[src/rtl/pct_pkg.sv]
// Constants, field positions and carriers for the PHY control and 10BASE-T register bank.
// Assumes a simple I/O register port: address offset, read and write strobes, 16-bit data.
// How it works
// - Bit 11 picks 15-stage or 9-stage sequence
// - Result bit latches pass, cleared by any control write
// - Run bit repeats self-test until cleared
// - Bit 8 makes LEDs follow raw indication
// - Pause bit set when both ends pause-capable
// - Bits 4:0 hold address, reset all ones
// - Loop bit ORed with basic-control loopback bit
// - Bit 7 suppresses normal link pulses
// - Bit 6 ORed with MAC-side forced link
// - Bit 5 forces inverted receive polarity
// - Polarity bit latches high, cleared by either read
// - Bit 3 switches automatic polarity correction off
// - Heartbeat-off only matters half-duplex 10 Mb/s
// - Jabber-off applies only in 10 Mb/s full duplex
// - Registers decoded at I/O base plus offset
package pct_pkg;
  localparam int          ADDR_W        = 8;
  localparam logic [7:0]  OFS_PAGE      = 8'hCC;
  localparam logic [7:0]  OFS_PHYCTL    = 8'hE4;
  localparam logic [7:0]  OFS_TENBT     = 8'hE8;
  localparam logic [7:0]  OFS_DSP       = 8'hF4;
  localparam logic [7:0]  OFS_SIGNAL_DETECT_CONFIG     = 8'hF8;
  localparam logic [7:0]  OFS_TEST      = 8'hFC;
  localparam logic [15:0] RST_PHYCTL    = 16'h003F;
  localparam logic [15:0] RST_TENBT     = 16'h0004;
  localparam logic [15:0] RST_PLAIN     = 16'h0000;
  localparam logic [15:0] PAGE_TUNE     = 16'h0001;
  localparam int          B_LONG_SEQ    = 11;
  localparam int          B_RESULT      = 10;
  localparam int          B_RUN         = 9;
  localparam int          B_LED_BYP     = 8;
  localparam int          B_PAUSE       = 7;
  localparam int          B_LOOP        = 8;
  localparam int          B_LP_OFF      = 7;
  localparam int          B_FORCE_LINK  = 6;
  localparam int          B_POL_FORCE   = 5;
  localparam int          B_POL_STAT    = 4;
  localparam int          B_APOL_OFF    = 3;
  localparam int          B_MUST_ONE    = 2;
  localparam int          B_SQE_OFF     = 1;
  localparam int          B_JAB_OFF     = 0;
  localparam logic [15:0] MASK_PHYCTL   = 16'h0B1F;
  localparam logic [15:0] MASK_TENBT    = 16'h01EF;
  localparam logic [14:0] LFSR_SEED     = 15'h7FFF;
  localparam logic [7:0]  BIST_PASS_CNT = 8'hFF;

  typedef struct packed {
    logic       rd;
    logic       wr;
    logic [7:0] addr;
    logic [15:0] wdata;
  } pct_req_t;

  typedef struct packed {
    logic       lowspeed_loop;
    logic       link_pulse_off;
    logic       lowspeed_link_good;
    logic       polarity_inverted;
    logic       auto_polarity_en;
    logic       sqe_test_en;
    logic       jabber_en;
  } pct_tenbt_ctl_t;
endpackage

[src/rtl/pct_regs.sv]
// PHY control and 10BASE-T status/control register bank with self-test engine.
// Assumes the register port and status inputs come from logic on i_clk.
module pct_regs
  import pct_pkg::*;
(
  input  wire logic           i_clk,
  input  wire logic           i_resetn,
  input  wire pct_req_t       i_req,
  output logic [15:0]         o_rdata,
  input  wire logic           i_basic_mode_control_reg_loopback,
  input  wire logic           i_mac_side_lowspeed_link_hold,
  input  wire logic           i_local_pause,
  input  wire logic           i_partner_pause,
  input  wire logic           i_pol_inverted_evt,
  input  wire logic           i_phy_status_reg_read,
  input  wire logic           i_speed_100,
  input  wire logic           i_full_duplex,
  input  wire logic           i_led_raw,
  input  wire logic           i_led_stretched,
  output logic                o_led,
  output logic                o_bist_running,
  output logic [4:0]          o_port_mgmt_address,
  output pct_tenbt_ctl_t      o_tenbt_ctl,
  output logic [15:0]         o_page_select,
  output logic [15:0]         o_pmd_control_status,
  output logic [15:0]         o_dsp_config,
  output logic [15:0]         o_signal_detect_config,
  output logic [15:0]         o_test_data,
  output logic                o_polarity_status
);
  logic        rst_s1_reg;
  logic        rstn;
  logic [15:0] phyctl_reg;
  logic [15:0] tenbt_reg;
  logic        pol_reg;
  logic        result_reg;
  logic [14:0] lfsr_reg;
  logic [7:0]  pass_cnt_reg;
  logic [15:0] page_reg;
  logic [15:0] pmd_reg;
  logic [15:0] dsp_reg;
  logic [15:0] sd_reg;
  logic [15:0] test_reg;
  logic        wr_phy;
  logic        wr_ten;
  logic        rd_ten;
  logic        tune_page;
  logic        lfsr_fb;
  logic        lfsr_ref;
  logic [14:0] ref_reg;
  logic        fail_reg;

  function automatic logic hit(input logic [7:0] a, input logic [7:0] ofs);
    hit = (a == ofs);
  endfunction

  // Reset released through two flops
  always_ff @(posedge i_clk or negedge i_resetn) begin
    if (!i_resetn) begin
      rst_s1_reg <= 1'b0;
      rstn       <= 1'b0;
    end else begin
      rst_s1_reg <= 1'b1;
      rstn       <= rst_s1_reg;
    end
  end

  // Offset 00E4 shares two registers; page select one gives the tuning view
  assign tune_page = (page_reg == PAGE_TUNE);
  assign wr_phy = i_req.wr && hit(i_req.addr, OFS_PHYCTL) && !tune_page;
  assign wr_ten = i_req.wr && hit(i_req.addr, OFS_TENBT);
  assign rd_ten = i_req.rd && hit(i_req.addr, OFS_TENBT);

  always_ff @(posedge i_clk or negedge rstn) begin
    if (!rstn) begin
      phyctl_reg <= RST_PHYCTL;
    end else if (wr_phy) begin
      phyctl_reg <= i_req.wdata & MASK_PHYCTL;
    end
  end

  always_ff @(posedge i_clk or negedge rstn) begin
    if (!rstn) begin
      tenbt_reg <= RST_TENBT;
    end else if (wr_ten) begin
      tenbt_reg <= i_req.wdata & MASK_TENBT;
    end
  end

  // Event wins over a clearing read so no inversion is lost
  always_ff @(posedge i_clk or negedge rstn) begin
    if (!rstn) begin
      pol_reg <= 1'b0;
    end else if (i_pol_inverted_evt && !tenbt_reg[B_APOL_OFF]) begin
      pol_reg <= 1'b1;
    end else if (rd_ten || i_phy_status_reg_read) begin
      pol_reg <= 1'b0;
    end
  end

  always_ff @(posedge i_clk or negedge rstn) begin
    if (!rstn) begin
      page_reg <= RST_PLAIN;
      pmd_reg  <= RST_PLAIN;
      dsp_reg  <= RST_PLAIN;
      sd_reg   <= RST_PLAIN;
      test_reg <= RST_PLAIN;
    end else if (i_req.wr) begin
      if (hit(i_req.addr, OFS_PAGE)) begin
        page_reg <= i_req.wdata;
      end
      if (hit(i_req.addr, OFS_PHYCTL) && tune_page) begin
        pmd_reg <= i_req.wdata;
      end
      if (hit(i_req.addr, OFS_DSP)) begin
        dsp_reg <= i_req.wdata;
      end
      if (hit(i_req.addr, OFS_SIGNAL_DETECT_CONFIG)) begin
        sd_reg <= i_req.wdata;
      end
      if (hit(i_req.addr, OFS_TEST)) begin
        test_reg <= i_req.wdata;
      end
    end
  end

  // Self-test: generator checked against an internal reference copy
  assign lfsr_fb  = phyctl_reg[B_LONG_SEQ] ? (lfsr_reg[14] ^ lfsr_reg[13])
                                           : (lfsr_reg[8] ^ lfsr_reg[4]);
  // Reference taps come from its own copy, so a stuck generator bit shows up
  assign lfsr_ref = phyctl_reg[B_LONG_SEQ] ? (ref_reg[14] ^ ref_reg[13])
                                           : (ref_reg[8] ^ ref_reg[4]);

  always_ff @(posedge i_clk or negedge rstn) begin
    if (!rstn) begin
      lfsr_reg     <= LFSR_SEED;
      pass_cnt_reg <= 8'h00;
    end else if (phyctl_reg[B_RUN]) begin
      lfsr_reg     <= {lfsr_reg[13:0], lfsr_fb};
      if (pass_cnt_reg != BIST_PASS_CNT) begin
        pass_cnt_reg <= pass_cnt_reg + 8'h01;
      end
    end else begin
      lfsr_reg     <= LFSR_SEED;
      pass_cnt_reg <= 8'h00;
    end
  end

  always_ff @(posedge i_clk or negedge rstn) begin
    if (!rstn) begin
      ref_reg <= LFSR_SEED;
    end else if (phyctl_reg[B_RUN]) begin
      ref_reg <= {ref_reg[13:0], lfsr_ref};
    end else begin
      ref_reg <= LFSR_SEED;
    end
  end

  // Sticky until the run stops, so one bad cycle fails the whole run
  always_ff @(posedge i_clk or negedge rstn) begin
    if (!rstn) begin
      fail_reg <= 1'b0;
    end else if (!phyctl_reg[B_RUN]) begin
      fail_reg <= 1'b0;
    end else if (lfsr_reg != ref_reg) begin
      fail_reg <= 1'b1;
    end
  end

  // Limitation: loop is internal, so only a real fault source would flag fail
  always_ff @(posedge i_clk or negedge rstn) begin
    if (!rstn) begin
      result_reg <= 1'b0;
    end else if (wr_phy) begin
      result_reg <= 1'b0;
    end else if (phyctl_reg[B_RUN] && pass_cnt_reg == BIST_PASS_CNT && !fail_reg && lfsr_reg == ref_reg) begin
      result_reg <= 1'b1;
    end
  end

  always_comb begin
    o_rdata = 16'h0000;
    if (i_req.rd) begin
      case (i_req.addr)
        OFS_PAGE:   o_rdata = page_reg;
        OFS_PHYCTL: begin
          if (tune_page) begin
            o_rdata = pmd_reg;
          end else begin
            o_rdata = phyctl_reg;
            o_rdata[B_RESULT] = result_reg;
            o_rdata[B_PAUSE]  = i_local_pause & i_partner_pause;
          end
        end
        OFS_TENBT: begin
          o_rdata = tenbt_reg;
          o_rdata[B_POL_STAT] = pol_reg;
        end
        OFS_DSP:    o_rdata = dsp_reg;
        OFS_SIGNAL_DETECT_CONFIG:  o_rdata = sd_reg;
        OFS_TEST:   o_rdata = test_reg;
        default:    o_rdata = 16'h0000;
      endcase
    end
  end

  assign o_led = phyctl_reg[B_LED_BYP] ? i_led_raw : i_led_stretched;
  assign o_bist_running         = phyctl_reg[B_RUN];
  assign o_port_mgmt_address    = phyctl_reg[4:0];
  assign o_polarity_status      = pol_reg;
  assign o_page_select          = page_reg;
  assign o_pmd_control_status   = pmd_reg;
  assign o_dsp_config           = dsp_reg;
  assign o_signal_detect_config = sd_reg;
  assign o_test_data            = test_reg;

  always_comb begin
    o_tenbt_ctl.lowspeed_loop      = tenbt_reg[B_LOOP] | i_basic_mode_control_reg_loopback;
    o_tenbt_ctl.link_pulse_off     = tenbt_reg[B_LP_OFF];
    o_tenbt_ctl.lowspeed_link_good = tenbt_reg[B_FORCE_LINK] | i_mac_side_lowspeed_link_hold;
    o_tenbt_ctl.polarity_inverted  = tenbt_reg[B_POL_FORCE] | (pol_reg & ~tenbt_reg[B_APOL_OFF]);
    o_tenbt_ctl.auto_polarity_en   = ~tenbt_reg[B_APOL_OFF];
    o_tenbt_ctl.sqe_test_en        = ~i_speed_100 & ~i_full_duplex & ~tenbt_reg[B_SQE_OFF];
    o_tenbt_ctl.jabber_en          = ~(tenbt_reg[B_JAB_OFF] & ~i_speed_100 & i_full_duplex);
  end

  AST_PAUSE: assert property (@(posedge i_clk) disable iff (!rstn)
    (i_req.rd && i_req.addr == OFS_PHYCTL && !tune_page) |->
    o_rdata[B_PAUSE] == (i_local_pause & i_partner_pause)) else $error("pause bit wrong");
  AST_RESULT_CLR: assert property (@(posedge i_clk) disable iff (!rstn)
    wr_phy |=> !result_reg) else $error("result not cleared");
  AST_POL_SET: assert property (@(posedge i_clk) disable iff (!rstn)
    (i_pol_inverted_evt && !tenbt_reg[B_APOL_OFF]) |=> pol_reg) else $error("polarity not latched");
  AST_POL_CLR: assert property (@(posedge i_clk) disable iff (!rstn)
    (rd_ten && !i_pol_inverted_evt) |=> !pol_reg) else $error("polarity not cleared");
  AST_LOOP: assert property (@(posedge i_clk) disable iff (!rstn)
    o_tenbt_ctl.lowspeed_loop == (tenbt_reg[B_LOOP] | i_basic_mode_control_reg_loopback)) else $error("loop wrong");
  AST_LINK: assert property (@(posedge i_clk) disable iff (!rstn)
    i_mac_side_lowspeed_link_hold |-> o_tenbt_ctl.lowspeed_link_good) else $error("link not forced");
  AST_SQE: assert property (@(posedge i_clk) disable iff (!rstn)
    (i_speed_100 || i_full_duplex) |-> !o_tenbt_ctl.sqe_test_en) else $error("heartbeat on");
  AST_ADDR: assert property (@(posedge i_clk) disable iff (!rstn)
    (wr_phy ##1 !wr_phy) |-> o_port_mgmt_address == $past(i_req.wdata[4:0])) else $error("address lost");
  AST_RSVD: assert property (@(posedge i_clk) disable iff (!rstn)
    (i_req.rd && i_req.addr == OFS_TENBT) |-> o_rdata[15:9] == 7'h00) else $error("reserved nonzero");
  AST_RUN: assert property (@(posedge i_clk) disable iff (!rstn)
    !o_bist_running |=> pass_cnt_reg == 8'h00) else $error("self-test not stopped");

  // Generator taps per selected length
  AST_SHORT_SEQ: assert property (@(posedge i_clk) disable iff (!rstn)
    (phyctl_reg[B_RUN] && !phyctl_reg[B_LONG_SEQ] && !wr_phy) |=>
    lfsr_reg[0] == ($past(lfsr_reg[8]) ^ $past(lfsr_reg[4]))) else $error("short sequence taps wrong");
  AST_LONG_SEQ: assert property (@(posedge i_clk) disable iff (!rstn)
    (phyctl_reg[B_RUN] && phyctl_reg[B_LONG_SEQ] && !wr_phy) |=>
    lfsr_reg[0] == ($past(lfsr_reg[14]) ^ $past(lfsr_reg[13]))) else $error("long sequence taps wrong");
  AST_PASS_SET: assert property (@(posedge i_clk) disable iff (!rstn)
    (phyctl_reg[B_RUN] && pass_cnt_reg == BIST_PASS_CNT && !fail_reg && lfsr_reg == ref_reg && !wr_phy) |=>
    result_reg) else $error("self-test pass not latched");
  AST_LED: assert property (@(posedge i_clk) disable iff (!rstn)
    phyctl_reg[B_LED_BYP] |-> o_led == i_led_raw) else $error("led not bypassed");
  AST_LP_OFF: assert property (@(posedge i_clk) disable iff (!rstn)
    o_tenbt_ctl.link_pulse_off == tenbt_reg[B_LP_OFF]) else $error("link pulse control wrong");
  AST_LINK_REG: assert property (@(posedge i_clk) disable iff (!rstn)
    tenbt_reg[B_FORCE_LINK] |-> o_tenbt_ctl.lowspeed_link_good) else $error("link not forced by bit");
  AST_POL_FORCE: assert property (@(posedge i_clk) disable iff (!rstn)
    tenbt_reg[B_POL_FORCE] |-> o_tenbt_ctl.polarity_inverted) else $error("polarity not forced");
  AST_APOL_OFF: assert property (@(posedge i_clk) disable iff (!rstn)
    (tenbt_reg[B_APOL_OFF] && !pol_reg) |=> !pol_reg) else $error("polarity latched while off");
  AST_SQE_ON: assert property (@(posedge i_clk) disable iff (!rstn)
    (!i_speed_100 && !i_full_duplex && !tenbt_reg[B_SQE_OFF]) |-> o_tenbt_ctl.sqe_test_en)
    else $error("heartbeat off");
  AST_JAB_ON: assert property (@(posedge i_clk) disable iff (!rstn)
    (i_speed_100 || !i_full_duplex || !tenbt_reg[B_JAB_OFF]) |-> o_tenbt_ctl.jabber_en)
    else $error("jabber off outside full duplex");
  AST_JAB_OFF: assert property (@(posedge i_clk) disable iff (!rstn)
    (tenbt_reg[B_JAB_OFF] && !i_speed_100 && i_full_duplex) |-> !o_tenbt_ctl.jabber_en)
    else $error("jabber not switched off");
  AST_UNMAPPED: assert property (@(posedge i_clk) disable iff (!rstn)
    (i_req.rd && i_req.addr == 8'h00) |-> o_rdata == 16'h0000) else $error("unmapped read nonzero");
  AST_PMD_ISO: assert property (@(posedge i_clk) disable iff (!rstn)
    (i_req.wr && i_req.addr == OFS_PHYCTL && tune_page) |=> $stable(phyctl_reg))
    else $error("tuning write hit control word");

  COV_PASS: cover property (@(posedge i_clk) disable iff (!rstn) $rose(result_reg));
  COV_POL:  cover property (@(posedge i_clk) disable iff (!rstn) pol_reg ##1 !pol_reg);
  COV_TUNE: cover property (@(posedge i_clk) disable iff (!rstn) i_req.wr && tune_page);
  COV_STOP: cover property (@(posedge i_clk) disable iff (!rstn) $fell(phyctl_reg[B_RUN]));
endmodule

[config.mk]
export PLATFORM = sky130hd
export DESIGN_NAME = pct_regs
export DESIGN_NICKNAME = d
export VERILOG_FILES = /design/src/rtl/pct_pkg.sv /design/src/rtl/pct_regs.sv
export SDC_FILE = /design/constraint.sdc
export NUM_CORES = 1
export LEC_CHECK = 0
export BUFFER_PORTS_ARGS = -buffer_cell sky130_fd_sc_hd__buf_2
export CORE_AREA = 2 2 129 131
export CTS_CLUSTER_DIAMETER = 50
export DETAILED_ROUTE_END_ITERATION = 8
export DIE_AREA = 0 0 131 133
export HOLD_SLACK_MARGIN = 0.03
export PLACE_DENSITY = 0.65
export SLEW_MARGIN = 40
export SYNTH_ARGS = -nofsm -noshare
export SYNTH_HDL_FRONTEND = slang
export SYNTH_SLANG_ARGS = --single-unit
[constraint.sdc]
create_clock -name i_clk -period 7.7 [get_ports i_clk]
set_input_delay 0.77 -clock i_clk [delete_from_list [all_inputs] [get_ports i_clk]]
set_output_delay 0.77 -clock i_clk [all_outputs]
set_load 0.01 [all_outputs]
==> metrics <==
Sink Count=140; Placer Congestion=0.8197; Post-CTS Hold Fix Bufs=0; start of the worst register-to-register path=o_page_select[11]; CTS buffer count=17; clock latency on the worst-skew pair=430 ps; Max Cap Viol=0; H-tree Lvls=4; Starting DRT DRC Count=285; Die H=133 microns; drt via density=5.490; Worst Setup SP=i_req[18]; Largest delay share family, worst path=simple AND/OR/NAND/NOR gates; top cell type's share of synthesized area=39.19%; via count=4886; worst endpoint required time=6930 ps; fill count=1485; syn_area_per_cell=12.70 sq um; fmax=0.2544 GHz; Max stage delay on crit path=680 ps; drt first pass iters=4; largest net degree at the start of global routing=66; CORE AREA=16170 sq um; Mapped Area=6576 sq um; initial core utilization=40.67%; drt drc=0; Net count, final=696; first-pass GRT wire length=28320 microns; Setup-failing EPs final=0; clk slew on worst S/H paths=60 ps; critical path arrival=3160 ps; final period utilization=51.05%; Seq/Total Area, Yosys=53.98%; Final Skew=10.78 ps; final hold vios=0; crit start category=primary input; CTS tree=yes; post-CTS setup repair buffer count=0; Port Buffer Count=148; CTS root buffer=clkbuf_16; crit-path cells=buf_2 > or3b_1 > nor3_4 > a22oi_1 > a311oi_1 > buf_2; layout cell share with drive strength beyond 1=44.48%; Finished Layout Cells=890; dominant cells by area after synthesis=dfrtp_1 39%, dfstp_2 15%, mux2_2 11%; Slowest cell on crit path=nor3_4; Syn Inst Count=518; Tightest Hold Check Type=primary input to async pin; Post-synth EDFFs=0; vias in the first global route=4971; Final Max Slew Viols=0; Resized Gates After CTS=0; average wire per standard cell=20.32 microns; Site Rows=47; library cells used by synthesis=53; # IOs=149; Area Overhead vs Synth=21.99%; dpl cells=858; P_leak=3.859 nW; post-synth top area cell=dfrtp_1; clk buf depth=2; top cells by count, synth=103 x dfrtp_1, 66 x mux2_2, 37 x dfstp_2; RSZ-0062 raised after global routing=no; status=finished clean; Worst slew margin=45.98%; fin crit period=3931 ps; VDD IR max=0.1666 mV; Syn Nets=557; Buf/Inv on CP=2; CP most frequent cell=buf_2; Antenna Nets Post-Route=0; dpl hpwl=12780 microns; pin slew with the least headroom to its limit=808.1 ps; total track usage=21.70%; ys flop type=dfrtp_1; Ys Warns=0; Max FO, Critical Path=16; initial antenna violation count=0; CP Capture Type=primary output; final WL=18090 microns; Die Span X=131 microns; Cell Pwr Density=206.2 nW/um^2; asr flop ratio synth=100.0%; grt ovf=0; Seq cells post-synth=140; Die ar.=17420 sq um; WS Path Type=primary input to primary output; diode count=0; most frequent cell after synthesis=dfrtp_1; TNS Setup=0 ps
-- cells by family after synthesis --
family | Yosys count | synth area share, %
multiplexers | 123 | 20.57
XOR/XNOR | 22 | 2.930
adder cells (fa/ha/maj) | 1 | 0.1902
AO/OA/AOI/OAI | 65 | 7.344
buffers and inverters | 36 | 2.835
flip-flops | 140 | 53.98
other | 1 | 0.05702
AND/OR/NAND/NOR | 130 | 12.10
-- per-stage QoR --
stage | total power [mW] | hold WS, ps | utilization (%) | cell area, sq um | setup WS [ps]
6_report | 1.654 | 117.2 | 49.61 | 8023 | 3769
2_1_floorplan | 0.8580 | 331.2 | - | 6576 | 3575
4_1_cts | 1.666 | 107.6 | 49.59 | 8019 | 3817
5_1_grt | 1.712 | 113.7 | 49.61 | 8023 | 3637
3_3_place_gp | 0.9139 | 337.6 | 46.07 | 7451 | 3839
3_5_place_dp | 0.9199 | 274.8 | 46.28 | 7485 | 3819
-- power breakdown --
| part | total, mW | internal (mW) | switching (mW) |
|---|---|---|---|
| logic | 0.123 | 0.0494 | 0.0734 |
| clock network | 0.748 | 0.421 | 0.326 |
| registers | 0.784 | 0.761 | 0.0233 |
| total | 1.65 | 1.23 | 0.423 |
-- cells in the final DEF (no fill, tap or decap), types with 2 or more instances in the layout --
cell        netlist  layout
mux2i_1          26      26
or2_2             2       2
clkinv_2          0       3
nor4_1            7       7
o2bb2ai_1         8       8
buf_4             6       3
nand3_1          30      30
a22oi_1          15      15
nand3b_1          3       3
nand4_1           4       4
clkbuf_1         12       2
o22ai_1           8       8
nand2_1          13      13
mux2_1           31      31
or3b_1            3       3
and3_1            6       6
xor2_1           17      17
mux2_2           66      66
nor3_1            3       3
a21oi_1           2       2
o21ai_0           9       9
or4b_1            2       2
nand3_2           3       3
dfstp_2          37      37
clkinvlp_4        0       5
a311oi_1         10      10
dfrtp_1         103     102
and2_1            5       5
buf_2            11     148
nand2b_1         29      29
clkbuf_16         0      17
inv_1             3       3
nor2_1            7       7
xnor2_1           5       5
a211oi_1          6       6
inv_6             0       4
nor2b_1           2       2
-- final cells by class --
| type | instances | area [sq um] | area share [%] |
|---|---|---|---|
| tap | 220 | 275.3 | 3.431 |
| sequential | 140 | 3553 | 44.29 |
| inverter | 3 | 11.26 | 0.1404 |
| clock inverter | 12 | 87.58 | 1.092 |
| multi-input combinational | 342 | 2854 | 35.57 |
| timing repair buffer | 153 | 794.5 | 9.903 |
| clock buffer | 20 | 446.7 | 5.568 |
-- routing by layer --
metal | up-vias | wire [microns] | global-route usage, %
met4 | 0 | 518 | 8.924
li1 | 2196 | - | -
met1 | 2497 | 7765 | 28.26
met5 | - | 0 | 0
met3 | 34 | 962 | 5.823
met2 | 159 | 8842 | 34.17
-- final timing paths --
check | end | slack, ps | depth (start not counted)
max reg2reg | o_pmd_control_status[10] | 5090 | 4
min | rstn | 120 | 1
min reg2reg | phyctl_reg[11] | 280 | 0
max in group asynchronous | pass_cnt_reg[4] | 6510 | 1
min in group i_clk | rstn | 350 | 0
max | o_rdata[11] | 3770 | 6
Power figures use the tool's default switching activity.
